===== config.mk =====
export PLATFORM = sky130hd
export DESIGN_NAME = sfi_id_readout
export DESIGN_NICKNAME = d
export VERILOG_FILES = /design/src/sfi_pkg.sv /design/src/sfi_id_readout.sv /design/src/sfi_table_rom.sv
export SDC_FILE = /design/constraint.sdc
export NUM_CORES = 1
export LEC_CHECK = 0
export BUFFER_PORTS_ARGS = -buffer_cell sky130_fd_sc_hd__buf_2
export CORE_UTILIZATION = 60
export CTS_CLUSTER_DIAMETER = 40
export DETAILED_ROUTE_END_ITERATION = 16
export PLACE_DENSITY = 0.85
export SLEW_MARGIN = 20
export SYNTH_ARGS = -nofsm -noshare
export SYNTH_HDL_FRONTEND = slang
export SYNTH_SLANG_ARGS = --single-unit

===== constraint.sdc =====
create_clock -name clk_sys -period 7.6 [get_ports clk_sys]
set_clock_uncertainty 0.15 [all_clocks]
set_input_delay 1.9 -clock clk_sys [delete_from_list [all_inputs] [get_ports clk_sys]]
set_output_delay 1.9 -clock clk_sys [all_outputs]
set_load 0.005 [all_outputs]

===== src/sfi_pkg.sv =====
// Shared constants and types for the serial flash identification readout.
// Assumes a one-lane or multi-lane SPI host drives chip select and clock.
package sfi_pkg;

  // Instruction codes handled by this block.
  localparam logic [7:0] SFI_OP_DUAL_ID = 8'h92;
  localparam logic [7:0] SFI_OP_QUAD_ID = 8'h94;
  localparam logic [7:0] SFI_OP_UID     = 8'h4B;
  localparam logic [7:0] SFI_OP_JEDEC   = 8'h9F;
  localparam logic [7:0] SFI_OP_SFDP    = 8'h5A;

  // Clock counts of each phase, in serial clock rising edges.
  localparam logic [5:0] SFI_CMD_CLKS_SPI   = 6'h08;
  localparam logic [5:0] SFI_CMD_CLKS_QPI   = 6'h02;
  localparam logic [5:0] SFI_DUAL_ADDR_CLKS = 6'h10;
  localparam logic [5:0] SFI_QUAD_ADDR_CLKS = 6'h08;
  localparam logic [5:0] SFI_QUAD_DUMMY     = 6'h04;
  localparam logic [5:0] SFI_UID_DUMMY      = 6'h20;
  localparam logic [5:0] SFI_SFDP_ADDR_CLKS = 6'h18;
  localparam logic [5:0] SFI_SFDP_DUMMY     = 6'h08;

  // Lane widths, in bits per serial clock.
  localparam logic [2:0] SFI_W1 = 3'h1;
  localparam logic [2:0] SFI_W2 = 3'h2;
  localparam logic [2:0] SFI_W4 = 3'h4;

  // Length of one repeating output unit, in bits.
  localparam logic [6:0] SFI_MD_BITS    = 7'h10;
  localparam logic [6:0] SFI_JEDEC_BITS = 7'h18;
  localparam logic [6:0] SFI_UID_BITS   = 7'h40;
  localparam logic [6:0] SFI_SFDP_BITS  = 7'h08;

  // Parameter table offsets and contents.
  localparam logic [7:0] SFI_T_SIG0   = 8'h00;
  localparam logic [7:0] SFI_T_SIG1   = 8'h01;
  localparam logic [7:0] SFI_T_SIG2   = 8'h02;
  localparam logic [7:0] SFI_T_SIG3   = 8'h03;
  localparam logic [7:0] SFI_T_MINOR  = 8'h04;
  localparam logic [7:0] SFI_T_MAJOR  = 8'h05;
  localparam logic [7:0] SFI_T_HDRCNT = 8'h06;
  localparam logic [7:0] SFI_T_RSVD   = 8'h07;
  localparam logic [7:0] SFI_T_HDRID  = 8'h08;
  localparam logic [7:0] SFI_T_PMINOR = 8'h09;
  localparam logic [7:0] SFI_V_SIG0   = 8'h53;
  localparam logic [7:0] SFI_V_SIG1   = 8'h46;
  localparam logic [7:0] SFI_V_SIG2   = 8'h44;
  localparam logic [7:0] SFI_V_SIG3   = 8'h50;
  localparam logic [7:0] SFI_V_MINOR  = 8'h00;
  localparam logic [7:0] SFI_V_MAJOR  = 8'h01;
  localparam logic [7:0] SFI_V_HDRCNT = 8'h00;
  localparam logic [7:0] SFI_V_RSVD   = 8'hFF;
  localparam logic [7:0] SFI_V_HDRID  = 8'h00;
  localparam logic [7:0] SFI_V_PMINOR = 8'h00;
  localparam logic [7:0] SFI_V_UNDEF  = 8'hFF;

  // Values after reset.
  localparam logic [63:0] SFI_SR_RST  = 64'h0;
  localparam logic [31:0] SFI_IN_RST  = 32'h0;
  localparam logic [7:0]  SFI_PTR_RST = 8'h00;

  typedef enum logic [2:0] {
    SFI_ST_CMD,
    SFI_ST_ADDR,
    SFI_ST_DUMMY,
    SFI_ST_OUT,
    SFI_ST_IGNORE
  } sfi_state_t;

  typedef enum logic [1:0] {
    SFI_K_MD,
    SFI_K_JEDEC,
    SFI_K_UID,
    SFI_K_SFDP
  } sfi_kind_t;

endpackage : sfi_pkg


===== src/sfi_id_readout.sv =====
// Identification-read instruction decoder and responder of a serial flash.
// Assumes the host drives cs_n and sck; both are sampled by clk_sys, which
// must run at least eight times faster than sck.
// Behaviour
// - Dual ID: 92h, address and mode two-bit
// - Dual ID output two bits, MSB first
// - Address 000001h swaps order; bytes alternate
// - Quad ID: 94h, four-bit address, four dummies
// - Quad ID output four bits, MSB first
// - Unique ID: 4Bh, 32 dummies, 64 bits
// - Unique number is fixed, read-only
// - 9Fh outputs maker, type, capacity bytes
// - 5Ah, address, eight dummies, output at 40
// - Low address byte selects table start
// - Signature, revisions and header count bytes
// - Byte 07h FFh, ID and minor zero
// - Dual and quad ID only in SPI
// - Power-down ignores all these reads
`timescale 1ns/1ps
module sfi_id_readout #(
  parameter logic [7:0]  MFR_ID    = 8'h5A, // Arbitrary value.
  parameter logic [7:0]  DEVICE_ID = 8'h13, // Arbitrary value.
  parameter logic [7:0]  MEM_TYPE  = 8'h40, // Arbitrary value.
  parameter logic [7:0]  CAPACITY  = 8'h14, // Arbitrary value.
  parameter logic [63:0] UNIQUE_ID = 64'h0123_4567_89AB_CDEF // Arbitrary.
) (
  input  wire logic       clk_sys,
  input  wire logic       nrst,
  input  wire logic       cs_n,
  input  wire logic       sck,
  input  wire logic [3:0] io_in,
  output logic      [3:0] io_out,
  output logic      [3:0] io_oe,
  input  wire logic       power_down,
  input  wire logic       qpi_mode
);

  logic [1:0] rst_sync_q;
  logic       rst_n;
  logic [5:0] pin_s1_q;
  logic [5:0] pin_s2_q;
  logic       sck_s3_q;
  logic       cs_n_s;
  logic       sck_s;
  logic [3:0] io_s;
  logic       sck_rise;
  logic       sck_fall;

  sfi_pkg::sfi_state_t st_q, st_d;
  sfi_pkg::sfi_kind_t  kind_q, kind_d;
  logic [5:0]  cnt_q, cnt_d;
  logic [5:0]  len_q, len_d;
  logic [2:0]  w_q, w_d;
  logic [31:0] in_q, in_d;
  logic [63:0] sr_q, sr_d;
  logic [6:0]  rem_q, rem_d;
  logic        swap_q, swap_d;
  logic [7:0]  ptr_q, ptr_d;
  logic [3:0]  out_d, oe_d;
  logic [7:0]  rom_data;
  logic [31:0] shifted;
  logic [63:0] unit;
  logic [63:0] cur;
  logic [6:0]  unit_len;
  logic [6:0]  cur_rem;
  logic [7:0]  op;

  // Reset release through two flops so that every flop leaves reset together.
  always_ff @(posedge clk_sys or negedge nrst) begin
    if (!nrst) begin
      rst_sync_q <= 2'h0;
    end else begin
      rst_sync_q <= {rst_sync_q[0], 1'h1};
    end
  end
  assign rst_n = rst_sync_q[1];

  // Two-flop synchronisers for the pins, plus one more sck stage for edges.
  always_ff @(posedge clk_sys or negedge rst_n) begin
    if (!rst_n) begin
      pin_s1_q <= 6'h01;
      pin_s2_q <= 6'h01;
      sck_s3_q <= 1'h0;
    end else begin
      pin_s1_q <= {io_in, sck, cs_n};
      pin_s2_q <= pin_s1_q;
      sck_s3_q <= pin_s2_q[1];
    end
  end
  assign cs_n_s   = pin_s2_q[0];
  assign sck_s    = pin_s2_q[1];
  assign io_s     = pin_s2_q[5:2];
  assign sck_rise = sck_s & ~sck_s3_q;
  assign sck_fall = ~sck_s & sck_s3_q;

  sfi_table_rom u_rom (
    .clk_sys (clk_sys),
    .rst_n   (rst_n),
    .addr    (ptr_q),
    .rdata   (rom_data)
  );

  // Input shift by the current lane width.
  always_comb begin
    case (w_q)
      sfi_pkg::SFI_W2: shifted = {in_q[29:0], io_s[1:0]};
      sfi_pkg::SFI_W4: shifted = {in_q[27:0], io_s};
      default:         shifted = {in_q[30:0], io_s[0]};
    endcase
  end
  assign op = shifted[7:0];

  // Next output unit, left aligned; ID units repeat while clocks go on, table bytes advance.
  always_comb begin
    case (kind_q)
      sfi_pkg::SFI_K_MD: begin
        unit     = swap_q ? {DEVICE_ID, MFR_ID, 48'h0}
                          : {MFR_ID, DEVICE_ID, 48'h0};
        unit_len = sfi_pkg::SFI_MD_BITS;
      end
      sfi_pkg::SFI_K_JEDEC: begin
        unit     = {MFR_ID, MEM_TYPE, CAPACITY, 40'h0};
        unit_len = sfi_pkg::SFI_JEDEC_BITS;
      end
      sfi_pkg::SFI_K_UID: begin
        unit     = UNIQUE_ID; // Constant: no instruction writes it.
        unit_len = sfi_pkg::SFI_UID_BITS;
      end
      default: begin
        unit     = {rom_data, 56'h0};
        unit_len = sfi_pkg::SFI_SFDP_BITS;
      end
    endcase
    cur     = (rem_q == 7'h00) ? unit : sr_q;
    cur_rem = (rem_q == 7'h00) ? unit_len : rem_q;
  end

  // Instruction sequencer; it restarts whenever chip select goes high.
  always_comb begin
    st_d   = st_q;
    kind_d = kind_q;
    cnt_d  = cnt_q;
    len_d  = len_q;
    w_d    = w_q;
    in_d   = in_q;
    sr_d   = sr_q;
    rem_d  = rem_q;
    swap_d = swap_q;
    ptr_d  = ptr_q;
    out_d  = io_out;
    oe_d   = io_oe;
    if (cs_n_s) begin
      st_d  = sfi_pkg::SFI_ST_CMD;
      cnt_d = 6'h00;
      len_d = qpi_mode ? sfi_pkg::SFI_CMD_CLKS_QPI
                       : sfi_pkg::SFI_CMD_CLKS_SPI;
      w_d   = qpi_mode ? sfi_pkg::SFI_W4 : sfi_pkg::SFI_W1;
      in_d  = sfi_pkg::SFI_IN_RST;
      rem_d = 7'h00;
      oe_d  = 4'h0;
      out_d = 4'h0;
    end else begin
      case (st_q)
        sfi_pkg::SFI_ST_CMD, sfi_pkg::SFI_ST_ADDR,
        sfi_pkg::SFI_ST_DUMMY: begin
          if (sck_rise) begin
            in_d  = shifted;
            cnt_d = cnt_q + 6'h01;
            if (cnt_q == len_q - 6'h01) begin
              cnt_d = 6'h00;
              if (st_q == sfi_pkg::SFI_ST_CMD) begin
                if (power_down) begin
                  st_d = sfi_pkg::SFI_ST_IGNORE;
                end else if (op == sfi_pkg::SFI_OP_JEDEC) begin
                  kind_d = sfi_pkg::SFI_K_JEDEC;
                  st_d   = sfi_pkg::SFI_ST_OUT;
                end else if (qpi_mode) begin
                  st_d = sfi_pkg::SFI_ST_IGNORE;
                end else if (op == sfi_pkg::SFI_OP_DUAL_ID) begin
                  kind_d = sfi_pkg::SFI_K_MD;
                  st_d   = sfi_pkg::SFI_ST_ADDR;
                  len_d  = sfi_pkg::SFI_DUAL_ADDR_CLKS;
                  w_d    = sfi_pkg::SFI_W2;
                end else if (op == sfi_pkg::SFI_OP_QUAD_ID) begin
                  kind_d = sfi_pkg::SFI_K_MD;
                  st_d   = sfi_pkg::SFI_ST_ADDR;
                  len_d  = sfi_pkg::SFI_QUAD_ADDR_CLKS;
                  w_d    = sfi_pkg::SFI_W4;
                end else if (op == sfi_pkg::SFI_OP_UID) begin
                  kind_d = sfi_pkg::SFI_K_UID;
                  st_d   = sfi_pkg::SFI_ST_DUMMY;
                  len_d  = sfi_pkg::SFI_UID_DUMMY;
                end else if (op == sfi_pkg::SFI_OP_SFDP) begin
                  kind_d = sfi_pkg::SFI_K_SFDP;
                  st_d   = sfi_pkg::SFI_ST_ADDR;
                  len_d  = sfi_pkg::SFI_SFDP_ADDR_CLKS;
                end else begin
                  st_d = sfi_pkg::SFI_ST_IGNORE;
                end
              end else if (st_q == sfi_pkg::SFI_ST_ADDR) begin
                if (kind_q == sfi_pkg::SFI_K_SFDP) begin
                  ptr_d = shifted[7:0]; // Bits 23..8 unused.
                  st_d  = sfi_pkg::SFI_ST_DUMMY;
                  len_d = sfi_pkg::SFI_SFDP_DUMMY;
                end else begin
                  // Mode bits in shifted[7:0] are not acted on.
                  swap_d = shifted[8];
                  if (w_q == sfi_pkg::SFI_W4) begin
                    st_d  = sfi_pkg::SFI_ST_DUMMY;
                    len_d = sfi_pkg::SFI_QUAD_DUMMY;
                  end else begin
                    st_d = sfi_pkg::SFI_ST_OUT;
                  end
                end
              end else begin
                st_d = sfi_pkg::SFI_ST_OUT;
              end
            end
          end
        end
        sfi_pkg::SFI_ST_OUT: begin
          // Data change on falling sck edges, most significant first.
          if (sck_fall) begin
            sr_d  = cur << w_q;
            rem_d = cur_rem - {4'h0, w_q};
            if (rem_q == 7'h00 && kind_q == sfi_pkg::SFI_K_SFDP) begin
              ptr_d = ptr_q + 8'h01; // Wraps within the table.
            end
            case (w_q)
              sfi_pkg::SFI_W2: begin
                out_d = {2'h0, cur[63:62]};
                oe_d  = 4'h3;
              end
              sfi_pkg::SFI_W4: begin
                out_d = cur[63:60];
                oe_d  = 4'hF;
              end
              default: begin
                out_d = {2'h0, cur[63], 1'h0};
                oe_d  = 4'h2;
              end
            endcase
          end
        end
        default: begin
          st_d = sfi_pkg::SFI_ST_IGNORE;
        end
      endcase
    end
  end

  // Sequencer and output state registers.
  always_ff @(posedge clk_sys or negedge rst_n) begin
    if (!rst_n) begin
      st_q   <= sfi_pkg::SFI_ST_CMD;
      kind_q <= sfi_pkg::SFI_K_MD;
      cnt_q  <= 6'h00;
      len_q  <= sfi_pkg::SFI_CMD_CLKS_SPI;
      w_q    <= sfi_pkg::SFI_W1;
      in_q   <= sfi_pkg::SFI_IN_RST;
      sr_q   <= sfi_pkg::SFI_SR_RST;
      rem_q  <= 7'h00;
      swap_q <= 1'h0;
      ptr_q  <= sfi_pkg::SFI_PTR_RST;
      io_out <= 4'h0;
      io_oe  <= 4'h0;
    end else begin
      st_q   <= st_d;
      kind_q <= kind_d;
      cnt_q  <= cnt_d;
      len_q  <= len_d;
      w_q    <= w_d;
      in_q   <= in_d;
      sr_q   <= sr_d;
      rem_q  <= rem_d;
      swap_q <= swap_d;
      ptr_q  <= ptr_d;
      io_out <= out_d;
      io_oe  <= oe_d;
    end
  end

endmodule : sfi_id_readout


===== src/sfi_table_rom.sv =====
// Read-only discoverable parameter table, 256 bytes.
// Assumes the reader allows one clock of latency on the registered data.
`timescale 1ns/1ps
module sfi_table_rom (
  input  wire logic       clk_sys,
  input  wire logic       rst_n,
  input  wire logic [7:0] addr,
  output logic      [7:0] rdata
);

  logic [7:0] rdata_d;

  // Table lookup; byte 07h and bytes from 0Ah upward read as erased.
  always_comb begin
    if (addr == sfi_pkg::SFI_T_SIG0) begin
      rdata_d = sfi_pkg::SFI_V_SIG0;
    end else if (addr == sfi_pkg::SFI_T_SIG1) begin
      rdata_d = sfi_pkg::SFI_V_SIG1;
    end else if (addr == sfi_pkg::SFI_T_SIG2) begin
      rdata_d = sfi_pkg::SFI_V_SIG2;
    end else if (addr == sfi_pkg::SFI_T_SIG3) begin
      rdata_d = sfi_pkg::SFI_V_SIG3;
    end else if (addr == sfi_pkg::SFI_T_MINOR) begin
      rdata_d = sfi_pkg::SFI_V_MINOR;
    end else if (addr == sfi_pkg::SFI_T_MAJOR) begin
      rdata_d = sfi_pkg::SFI_V_MAJOR;
    end else if (addr == sfi_pkg::SFI_T_HDRCNT) begin
      rdata_d = sfi_pkg::SFI_V_HDRCNT;
    end else if (addr == sfi_pkg::SFI_T_RSVD) begin
      rdata_d = sfi_pkg::SFI_V_RSVD;
    end else if (addr == sfi_pkg::SFI_T_HDRID) begin
      rdata_d = sfi_pkg::SFI_V_HDRID;
    end else if (addr == sfi_pkg::SFI_T_PMINOR) begin
      rdata_d = sfi_pkg::SFI_V_PMINOR;
    end else begin
      rdata_d = sfi_pkg::SFI_V_UNDEF;
    end
  end

  // Registered read data.
  always_ff @(posedge clk_sys or negedge rst_n) begin
    if (!rst_n) begin
      rdata <= sfi_pkg::SFI_V_UNDEF;
    end else begin
      rdata <= rdata_d;
    end
  end

endmodule : sfi_table_rom


# Yosys cells after proc, flatten, opt, wreduce, memory -nomap -nowiden
# Index checks and enable logic that the tools add are counted.
dict set report op_classes {
  n_eq_ne 41
  n_mux 90
  addsub 4
  bitwise_logic 8
  reduce_logical 26
  shift 1
}
# op count
set ops {}
lappend ops {{case mux 64 bit (3 select lines)} 1}
lappend ops {{2-to-1 mux 8 bit} 20}
lappend ops {{2-to-1 mux 6 bit} 19}
lappend ops {{2-to-1 mux 3 bit} 23}
lappend ops {{2-to-1 mux 64 bit} 1}
lappend ops {{left shift 64 x 3 -> 64 bit} 1}
lappend ops {{2-to-1 mux 63 bit} 1}
lappend ops {{equality test 8 x 3 -> 1 bit (second input constant)} 4}
lappend ops {{2-to-1 mux 4 bit} 7}
lappend ops {{2-to-1 mux 7 bit} 4}
lappend ops {{equality test 8 bit (second input constant)} 3}
lappend ops {{case mux 7 bit (3 select lines)} 1}
lappend ops {{!= test 2 bit (second input constant)} 9}
lappend ops {{case mux 9 bit (2 select lines)} 1}
lappend ops {{AND reduction 9 bit} 2}
lappend ops {{equality test 8 x 2 -> 1 bit (second input constant)} 2}
lappend ops {{equality test 8 x 4 -> 1 bit (second input constant)} 2}
lappend ops {{equality test 8 x 7 -> 1 bit (second input constant)} 2}
lappend ops {{case mux 4 bit (2 select lines)} 2}
lappend ops {{case mux 8 bit (2 select lines)} 1}
lappend ops {{AND reduction 8 bit} 2}
lappend ops {{!= test 3 bit (second input constant)} 5}
lappend ops {{nonzero test 2 bit} 7}
lappend ops {{2-to-1 mux 2 bit} 6}
lappend ops {{other kinds (29)} 44}
dict set report word_totals {
  output_inout_bits 8
  word_cells 187
  ff_bits 139
  inputBits 10
}

# Depth between registers and ports, before layout
# Gate-level depths: netlist of the first run.
dict set report depth {
  ltp_word 15
  ltp_mapped 11
}

# Hierarchy
# Synthesis of the first run repeated with hierarchy kept, for this count alone.
dict set report unflattened {
  cells_unflattened 1090
  area_unflattened_um2 8887.3
}
# module instances cells_each area_per_inst_um2
set by_module_without_submodules {}
lappend by_module_without_submodules {sfi_id_readout 1 1057 8562.0}
lappend by_module_without_submodules {sfi_table_rom 1 33 325.3}

# Least setup slack after synthesis of the first run
# OpenSTA, ideal clock, no wires.
dict set report synth_timing {
  kind {input-to-reg}
  start {input port qpi_mode}
  end {register len_q[4]}
  setup_slack_ns 4.236
  stages 5
  setup_time_ns 0.125
  t_required_ns 7.325
  arrival_time_ns 3.089
  cell_sequence {or3_1 > a21boi_0 > a21o_1 > o31a_2 > mux2_2}
}
dict set report synth_between {
  elab_chain_cells 2
}
# element line_no
set synth_rtl {}
lappend synth_rtl {{start, declared} sfi_id_readout.sv:35} ;# input wire logic qpi_mode
lappend synth_rtl {{!= test 3 bit (no source line)} -}
lappend synth_rtl {{AND reduction 9 bit (no source line)} -}
lappend synth_rtl {{end signal, assigned} sfi_id_readout.sv:258} ;# len_q <= sfi_pkg::SFI_CMD_CLKS_SPI;
lappend synth_rtl {{end signal, assigned} sfi_id_readout.sv:271} ;# len_q <= len_d;
lappend synth_rtl {{end, declared} sfi_id_readout.sv:52} ;# logic [5:0] len_q, len_d;
# Every way passes these cells.
# A chain may end at the register's enable or synchronous reset.

# Worst setup path after layout of the first run
dict set report layout_timing {
  start {register w_q[0]}
  end {register len_q[5]}
}
dict set report layout_between {
  elab_chain_cells 14
  elab_cells_between_ends 23
}
# element line_no
set layout_rtl {}
lappend layout_rtl {{start, declared} sfi_id_readout.sv:53} ;# logic [2:0] w_q, w_d;
lappend layout_rtl {{start signal, assigned} sfi_id_readout.sv:259} ;# w_q <= sfi_pkg::SFI_W1;
lappend layout_rtl {{start signal, assigned} sfi_id_readout.sv:272} ;# w_q <= w_d;
lappend layout_rtl {{equality test 3 bit or equality test 3 x 2 -> 1 bit (tied branches)} {sfi_id_readout.sv:105, sfi_id_readout.sv:208}}
lappend layout_rtl {{case mux 9 bit (2 select lines)} sfi_id_readout.sv:105} ;# case (w_q)
lappend layout_rtl {{equality test 8 x 7 -> 1 bit} sfi_id_readout.sv:189} ;# end else if (op == sfi_pkg::SFI_OP_UID) begin
lappend layout_rtl {{2-to-1 mux 6 bit} sfi_id_readout.sv:189}
lappend layout_rtl {{2-to-1 mux 6 bit} sfi_id_readout.sv:184} ;# end else if (op == sfi_pkg::SFI_OP_QUAD_ID) begin
lappend layout_rtl {{2-to-1 mux 6 bit} sfi_id_readout.sv:179} ;# end else if (op == sfi_pkg::SFI_OP_DUAL_ID) begin
lappend layout_rtl {{2-to-1 mux 6 bit} sfi_id_readout.sv:177} ;# end else if (qpi_mode) begin
lappend layout_rtl {{2-to-1 mux 6 bit} sfi_id_readout.sv:174} ;# end else if (op == sfi_pkg::SFI_OP_JEDEC) begin
lappend layout_rtl {{2-to-1 mux 6 bit} sfi_id_readout.sv:172} ;# if (power_down) begin
lappend layout_rtl {{2-to-1 mux 6 bit} sfi_id_readout.sv:171} ;# if (st_q == sfi_pkg::SFI_ST_CMD) begin
lappend layout_rtl {{2-to-1 mux 6 bit} sfi_id_readout.sv:169} ;# if (cnt_q == len_q - 6'h01) begin
lappend layout_rtl {{2-to-1 mux 6 bit} sfi_id_readout.sv:166} ;# if (sck_rise) begin
lappend layout_rtl {{2-to-1 mux 6 bit} sfi_id_readout.sv:163} ;# case (st_q)
lappend layout_rtl {{2-to-1 mux 6 bit} sfi_id_readout.sv:152} ;# if (cs_n_s) begin
# Several ways; a longest one is shown, not always the timed one. The select of a mux whose other input is x is not followed.

==> results of run 1 <==
==> metrics by stage <==
step	cell area (sq um)	std cells
3_3_place_gp	9050	1164
2_1_floorplan	9040	1046
5_1_grt	9630	1196
6_report	9630	1196
3_5_place_dp	9050	1164
4_1_cts	9630	1196
==> metal layers <==
layer / up-vias / global-route usage [%] / routed length, microns
li1: 3666 / - / -
met1: 3718 / 39.6 / 9400
met2: 370 / 44.6 / 10100
met3: 58 / 5.97 / 1550
met4: 0 / 12.5 / 543
met5: - / 0 / 0
==> power by group through the flow <==
stage	Sequential [mW]	Clock, mW	Combinational (mW)
final	0.764	0.825	0.179
after global placement	0.776	0	0.171
after floorplan	0.759	0	0.154
after global routing	0.768	0.865	0.197
after CTS	0.764	0.830	0.177
after detailed placement	0.777	0	0.175
==> placed cells by master, fill, tap and decap left out, types with 12 or more instances in the layout <==
cell       netlist  routed
o21ai_0         94      94
dfrtp_1        125     122
a21oi_1        109     109
mux2_2          59      59
buf_2            7      17
nand2_1        123     121
inv_1           19      19
mux2i_1         73      73
a21o_1          12      12
nor3_1          28      28
nand3_1         30      30
nor2_1          78      78
clkbuf_16        0      17
a211oi_1        16      16
ha_1            13      13
o22ai_1         13      13
==> state kept, by name, summed over array words and instances, names as in the netlist <==
name / count
swap_q: 1
u_rom.rdata: 6
st_q: 3
pin_s1_q: 6
rst_sync_q: 2
io_out: 4
sck_s3_q: 1
cnt_q: 6
rem_q: 7
kind_q: 2
sr_q: 64
in_q: 8
len_q: 5
ptr_q: 8
w_q: 3
io_oe: 3
pin_s2_q: 6
==> logic make-up after synthesis <==
| family | Yosys count |
|---|---|
| simple gates | 317 |
| compound gates | 316 |
| mux | 136 |
| flops | 135 |
| buf+inv | 111 |
| xor+xnor | 16 |
| fa+ha+maj | 14 |
| other cells | 1 |
==> worst max-delay path, stage by stage, from the launching register on <==
cell,delay [ps]
dfstp_4,1240
nand2b_4,340
or3_1,130
nand3_1,210
or4b_1,760
nor4_4,380
o31a_2,260
mux2_2,350
==> final timing paths <==
path                                          from                      end  slack [ps]
setup / recovery                w_q[0]$_DFFE_PN1P_     len_q[5]$_DFFE_PN0P_        3640
hold reg to reg            rst_sync_q[0]$_DFF_PN0_  rst_sync_q[1]$_DFF_PN0_         200
setup reg to reg                w_q[0]$_DFFE_PN1P_     len_q[5]$_DFFE_PN0P_        3640
max in group asynchronous  rst_sync_q[1]$_DFF_PN0_       w_q[1]$_DFFE_PN0P_        5830
hold / removal             rst_sync_q[0]$_DFF_PN0_  rst_sync_q[1]$_DFF_PN0_         200
min in group asynchronous  rst_sync_q[1]$_DFF_PN0_     sr_q[46]$_DFFE_PN0P_         240
==> cell type report <==
type | count | area, sq um | area share [%]
Clock inverter | 14 | 149 | 1.55
Inverter | 20 | 75.1 | 0.779
Timing Repair Buffer | 25 | 149 | 1.55
Multi-Input combinational cell | 800 | 5200 | 54.0
Tap cell | 184 | 230 | 2.39
Sequential cell | 135 | 3400 | 35.3
Clock buffer | 18 | 429 | 4.46
==> impl_metrics.env, run 1 <==
export IMPL_syn_area_sq_um=9040
export IMPL_post_cts_resized=0
export IMPL_cts_root_buf="clkbuf_16"
export IMPL_ys_warn_count=0
export IMPL_htree_num_levels=4
export IMPL_synthMuxAreaShare_pct=16.4
export IMPL_first_pass_iters=6
export IMPL_synth_top_family_by_area="compound AO/OA/AOI/OAI gates"
export IMPL_grt_max_degree=111
export IMPL_synth_most_common_cell="dfrtp_1"
export IMPL_grt_first_pass_wirelength_mm=36.3
export IMPL_worst_pin_slew_ps=1110
export IMPL_yosys_top_cells_count="dfrtp_1, nand2_1, a21oi_1"
export IMPL_synth_cell_types=71
export IMPL_p_total_mw=1.77
export IMPL_synth_area_leaders="dfrtp_1, mux2i_1, mux2_2"
export IMPL_synth_adder_area_share_pct=2.02
export IMPL_ios=18
export IMPL_p_seq_share_pct=43.2
export IMPL_core_area_sq_um=14600
export IMPL_io_buffers=17
export IMPL_num_vias=7812
export IMPL_synth_edf_count=0
export IMPL_final_net_count=1023
export IMPL_ant_nets=0
export IMPL_rows=44
export IMPL_synth_ff_type="dfrtp_1"
export IMPL_cts_hold_buf=0
export IMPL_fin_util_pct=65.8
export IMPL_arrival_ps=4120
export IMPL_finalSetupViolations=0
export IMPL_yosysTopAreaCell="dfrtp_1"
export IMPL_cts_tree="done"
export IMPL_routabilityCongestion=0.908
export IMPL_die_w_microns=125
export IMPL_synthXorXnorAreaFrac_pct=1.55
export IMPL_final_hold_viol_count=0
export IMPL_drive_above_1_share_pct=14.4
export IMPL_synthArstFlopShare_pct=100
export IMPL_synthCells=1046
export IMPL_clk_latency_ps=430
export IMPL_start_util_pct=61.7
export IMPL_drv_slew=0
export IMPL_fillers=1171
export IMPL_cp_end_kind="flip-flop"
export IMPL_dpl_worst_slack_ps=3670
export IMPL_p_switching_mw=0.475
export IMPL_hp_class="reg2reg"
export IMPL_synthSimpleGateAreaFrac_pct=16.3
export IMPL_die_y_microns=125
export IMPL_switching_share_pct=26.9
export IMPL_p_per_area_nw_per_um2=184
export IMPL_rsz0062_at_grt="no"
export IMPL_status="finished clean"
export IMPL_drcViolationCount=0
export IMPL_worstSetupPathType="reg2reg"
export IMPL_fin_crit_sh_pct=52.0
export IMPL_track_usage_pct=29.0
export IMPL_synth_seq_cells=135
export IMPL_overflow=0
export IMPL_cts_buffers=17
export IMPL_setup_ws_ps=3640
export IMPL_wirelength_mm=21.6
export IMPL_synth_fp_nets=1070
export IMPL_fmax_mhz=253
export IMPL_ff2ff_path_depth=7
export IMPL_viasPerCell=6.53
export IMPL_drt_initial_drc_count=952
export IMPL_intPower_mw=1.29
export IMPL_wl_per_cell_microns=18.0
export IMPL_clkPwrFrac_pct=46.7
export IMPL_post_dp_hpwl_mm=13.3
export IMPL_seq_area_frac_synth_pct=37.5
export IMPL_synth_top_area_share_pct=34.6
export IMPL_synth_area_per_cell_sq_um=8.64
export IMPL_cp_max_fo=101
export IMPL_slew_headroom_pct=26.1
export IMPL_setup_tns_ps=0
export IMPL_grt_pass1_vias=7353
export IMPL_hold_depth=0
export IMPL_clock_path_buffers=2
export IMPL_post_cts_buffers=0
export IMPL_clkSinkCount=135
export IMPL_combinationalPowerShare_pct=10.1
export IMPL_clkTransAtPathRegs_ps=60
export IMPL_cap_violations=0
export IMPL_layout_min_cycle_time_ps=3960
export IMPL_ir_drop_mv=0.175
export IMPL_leakagePower_nw=4.13
export IMPL_die_area_sq_um=15600
export IMPL_cp_data_required_time_ps=7770
export IMPL_cp_start_kind="flip-flop"
export IMPL_area_growth_syn_to_layout_pct=6.53
export IMPL_synth_compound_gate_area_share_pct=21.1
export IMPL_fin_hold_ws_ps=195
export IMPL_antenna_found_initial=0
export IMPL_diodes=0
No activity file was read; power rests on OpenSTA's default activity.
==> run 2, diff against run 1 <==
- CORE_UTILIZATION: 60 -> 58
- clock period: 7.6 -> 3.45 ns (I/O delays scaled with it)
==> run 2 against run 1 <==
First-iteration DRC count is 24% lower. Critical endpoint is now len_q[4]$_DFFE_PN0P_. Critical path depth stayed put. Register-to-register slack lost 3400 ps. Sequential share of layout area shrank 0.73 points. Design area increased by 2.1%. Die area grew 3.4%. Largest cell class unchanged. Count of clock-buffer cells in the layout is 1 higher.
==> impl_metrics.env, run 2 (synthesis results as in run 1) <==
export IMPL_wl_per_cell_microns=18.1
export IMPL_top_register="sr_q"
export IMPL_start_util_pct=59.5
export IMPL_fin_crit_sh_pct=93.6
export IMPL_num_vias=7829
export IMPL_io_buffers=17
export IMPL_p_per_area_nw_per_um2=398
export IMPL_reg2reg_from="w_q[1]$_DFFE_PN0P_"
export IMPL_post_cts_buffers=0
export IMPL_setup_tns_ps=0
export IMPL_htree_num_levels=4
export IMPL_ios=18
export IMPL_dpl_worst_slack_ps=286
export IMPL_diodes=0
export IMPL_drcViolationCount=0
export IMPL_layout_commonest_cell="dfrtp_1"
export IMPL_viasPerCell=6.43
export IMPL_wirelength_mm=22.1
export IMPL_clock_path_buffers=2
export IMPL_slew_headroom_pct=40.0
export IMPL_mostFrequentLayoutCells="dfrtp_1, nand2_1, a21oi_1"
export IMPL_status="finished clean"
export IMPL_rsz0062_at_grt="no"
export IMPL_top_regs="sr_q (64), in_q (8), ptr_q (8)"
export IMPL_fmax_mhz=310
export IMPL_grt_first_pass_wirelength_mm=37.3
export IMPL_drv_slew=0
export IMPL_clkPwrFrac_pct=46.5
export IMPL_cts_hold_buf=0
export IMPL_fillers=1192
export IMPL_clkSinkCount=135
export IMPL_leakagePower_nw=4.25
export IMPL_arrival_ps=3400
export IMPL_grt_max_degree=111
export IMPL_rows=45
export IMPL_first_pass_iters=5
export IMPL_drive_above_1_share_pct=16.0
export IMPL_cp_start_kind="flip-flop"
export IMPL_worst_pin_slew_ps=900
export IMPL_antenna_found_initial=0
export IMPL_routabilityCongestion=0.954
export IMPL_grt_pass1_vias=7459
export IMPL_clk_latency_ps=430
export IMPL_layout_min_cycle_time_ps=3230
export IMPL_ir_drop_mv=0.398
export IMPL_finalSetupViolations=0
export IMPL_cp_data_required_time_ps=3620
export IMPL_switching_share_pct=26.9
export IMPL_largest_reg_flops=64
export IMPL_post_dp_hpwl_mm=14.4
export IMPL_die_y_microns=127
export IMPL_p_switching_mw=1.05
export IMPL_post_cts_resized=0
export IMPL_overflow=0
export IMPL_area_growth_syn_to_layout_pct=8.79
export IMPL_crit_start="w_q[1]$_DFFE_PN0P_"
export IMPL_ant_nets=0
export IMPL_final_hold_viol_count=0
export IMPL_die_w_microns=127
export IMPL_track_usage_pct=29.2
export IMPL_p_total_mw=3.92
export IMPL_cp_max_fo=20
export IMPL_intPower_mw=2.86
export IMPL_cts_tree="done"
export IMPL_die_area_sq_um=16100
export IMPL_combinationalPowerShare_pct=11.3
export IMPL_final_net_count=1041
export IMPL_cts_root_buf="clkbuf_16"
export IMPL_worstSetupPathType="reg2reg"
export IMPL_rrSetupSlack_ps=220
export IMPL_drt_initial_drc_count=719
export IMPL_setup_ws_ps=219
export IMPL_cp_end_kind="flip-flop"
export IMPL_cap_violations=0
export IMPL_hp_class="in2async"
export IMPL_clkTransAtPathRegs_ps=70
export IMPL_core_area_sq_um=15200
export IMPL_cts_buffers=17
export IMPL_p_seq_share_pct=42.2
run 2: cell count changes in the layout (fill, tap and decap cells not counted), sizes merged:
cell / change
bufinv: -1
buf: +18
clkinvlp: -2
clkbuf: +1
inv: +2
run 2: cell type report:
type / instances / area, sq um / share of cell area (%)
clock buffer: 19 / 464 / 4.72
clock inverter: 13 / 131 / 1.34
inverter: 20 / 75.1 / 0.763
multi-input combinational: 800 / 5200 / 52.8
sequential: 135 / 3400 / 34.6
tap: 188 / 235 / 2.39
timing repair buffer: 43 / 330 / 3.36
run 2: power by group through the flow:
stage	Combinational (mW)	Clock, mW	Sequential, mW
after floorplan	0.340	0	1.67
after CTS	0.437	1.84	1.65
final	0.443	1.82	1.65
after detailed placement	0.432	0	1.68
after global placement	0.421	0	1.68
after global routing	0.485	1.91	1.66
run 2: path summary, 6_finish.rpt:
| path | end | cells past startpoint |
|---|---|---|
| setup / recovery | len_q[4]$_DFFE_PN0P_ | 7 |
| hold / removal | rst_sync_q[1]$_DFF_PN0_ | 1 |
| setup reg to reg | len_q[4]$_DFFE_PN0P_ | 7 |
| hold reg to reg | pin_s2_q[5]$_DFF_PN0_ | 0 |
| max in group asynchronous | sr_q[19]$_DFFE_PN0P_ | 1 |
| min in group clk_sys | pin_s2_q[5]$_DFF_PN0_ | 0 |
run 2: stage by stage:
step	instances	hold WS, ps	cell area (sq um)	utilization (%)
2_1_floorplan	1046	181	9040	-
3_3_place_gp	1186	184	9240	60.8
3_5_place_dp	1186	191	9240	60.8
4_1_cts	1218	43.0	9840	64.7
5_1_grt	1218	42.1	9840	64.7
6_report	1218	52.4	9840	64.7
run 2: layer usage:
layer / share of wire, % / track usage [%]
met1: 42 / 37.8
met4: 2.3 / 12.3
met2: 49 / 47.6
met3: 6.9 / 6.07
met5: 0 / 0
run 2: critical path, cell delays in order, from the launching register on:
cell	delay, ps
dfrtp_4	580
nor2_1	340
o21bai_1	120
o311a_1	160
or4b_1	750
nor4_4	390
o31a_2	280
mux2_2	340
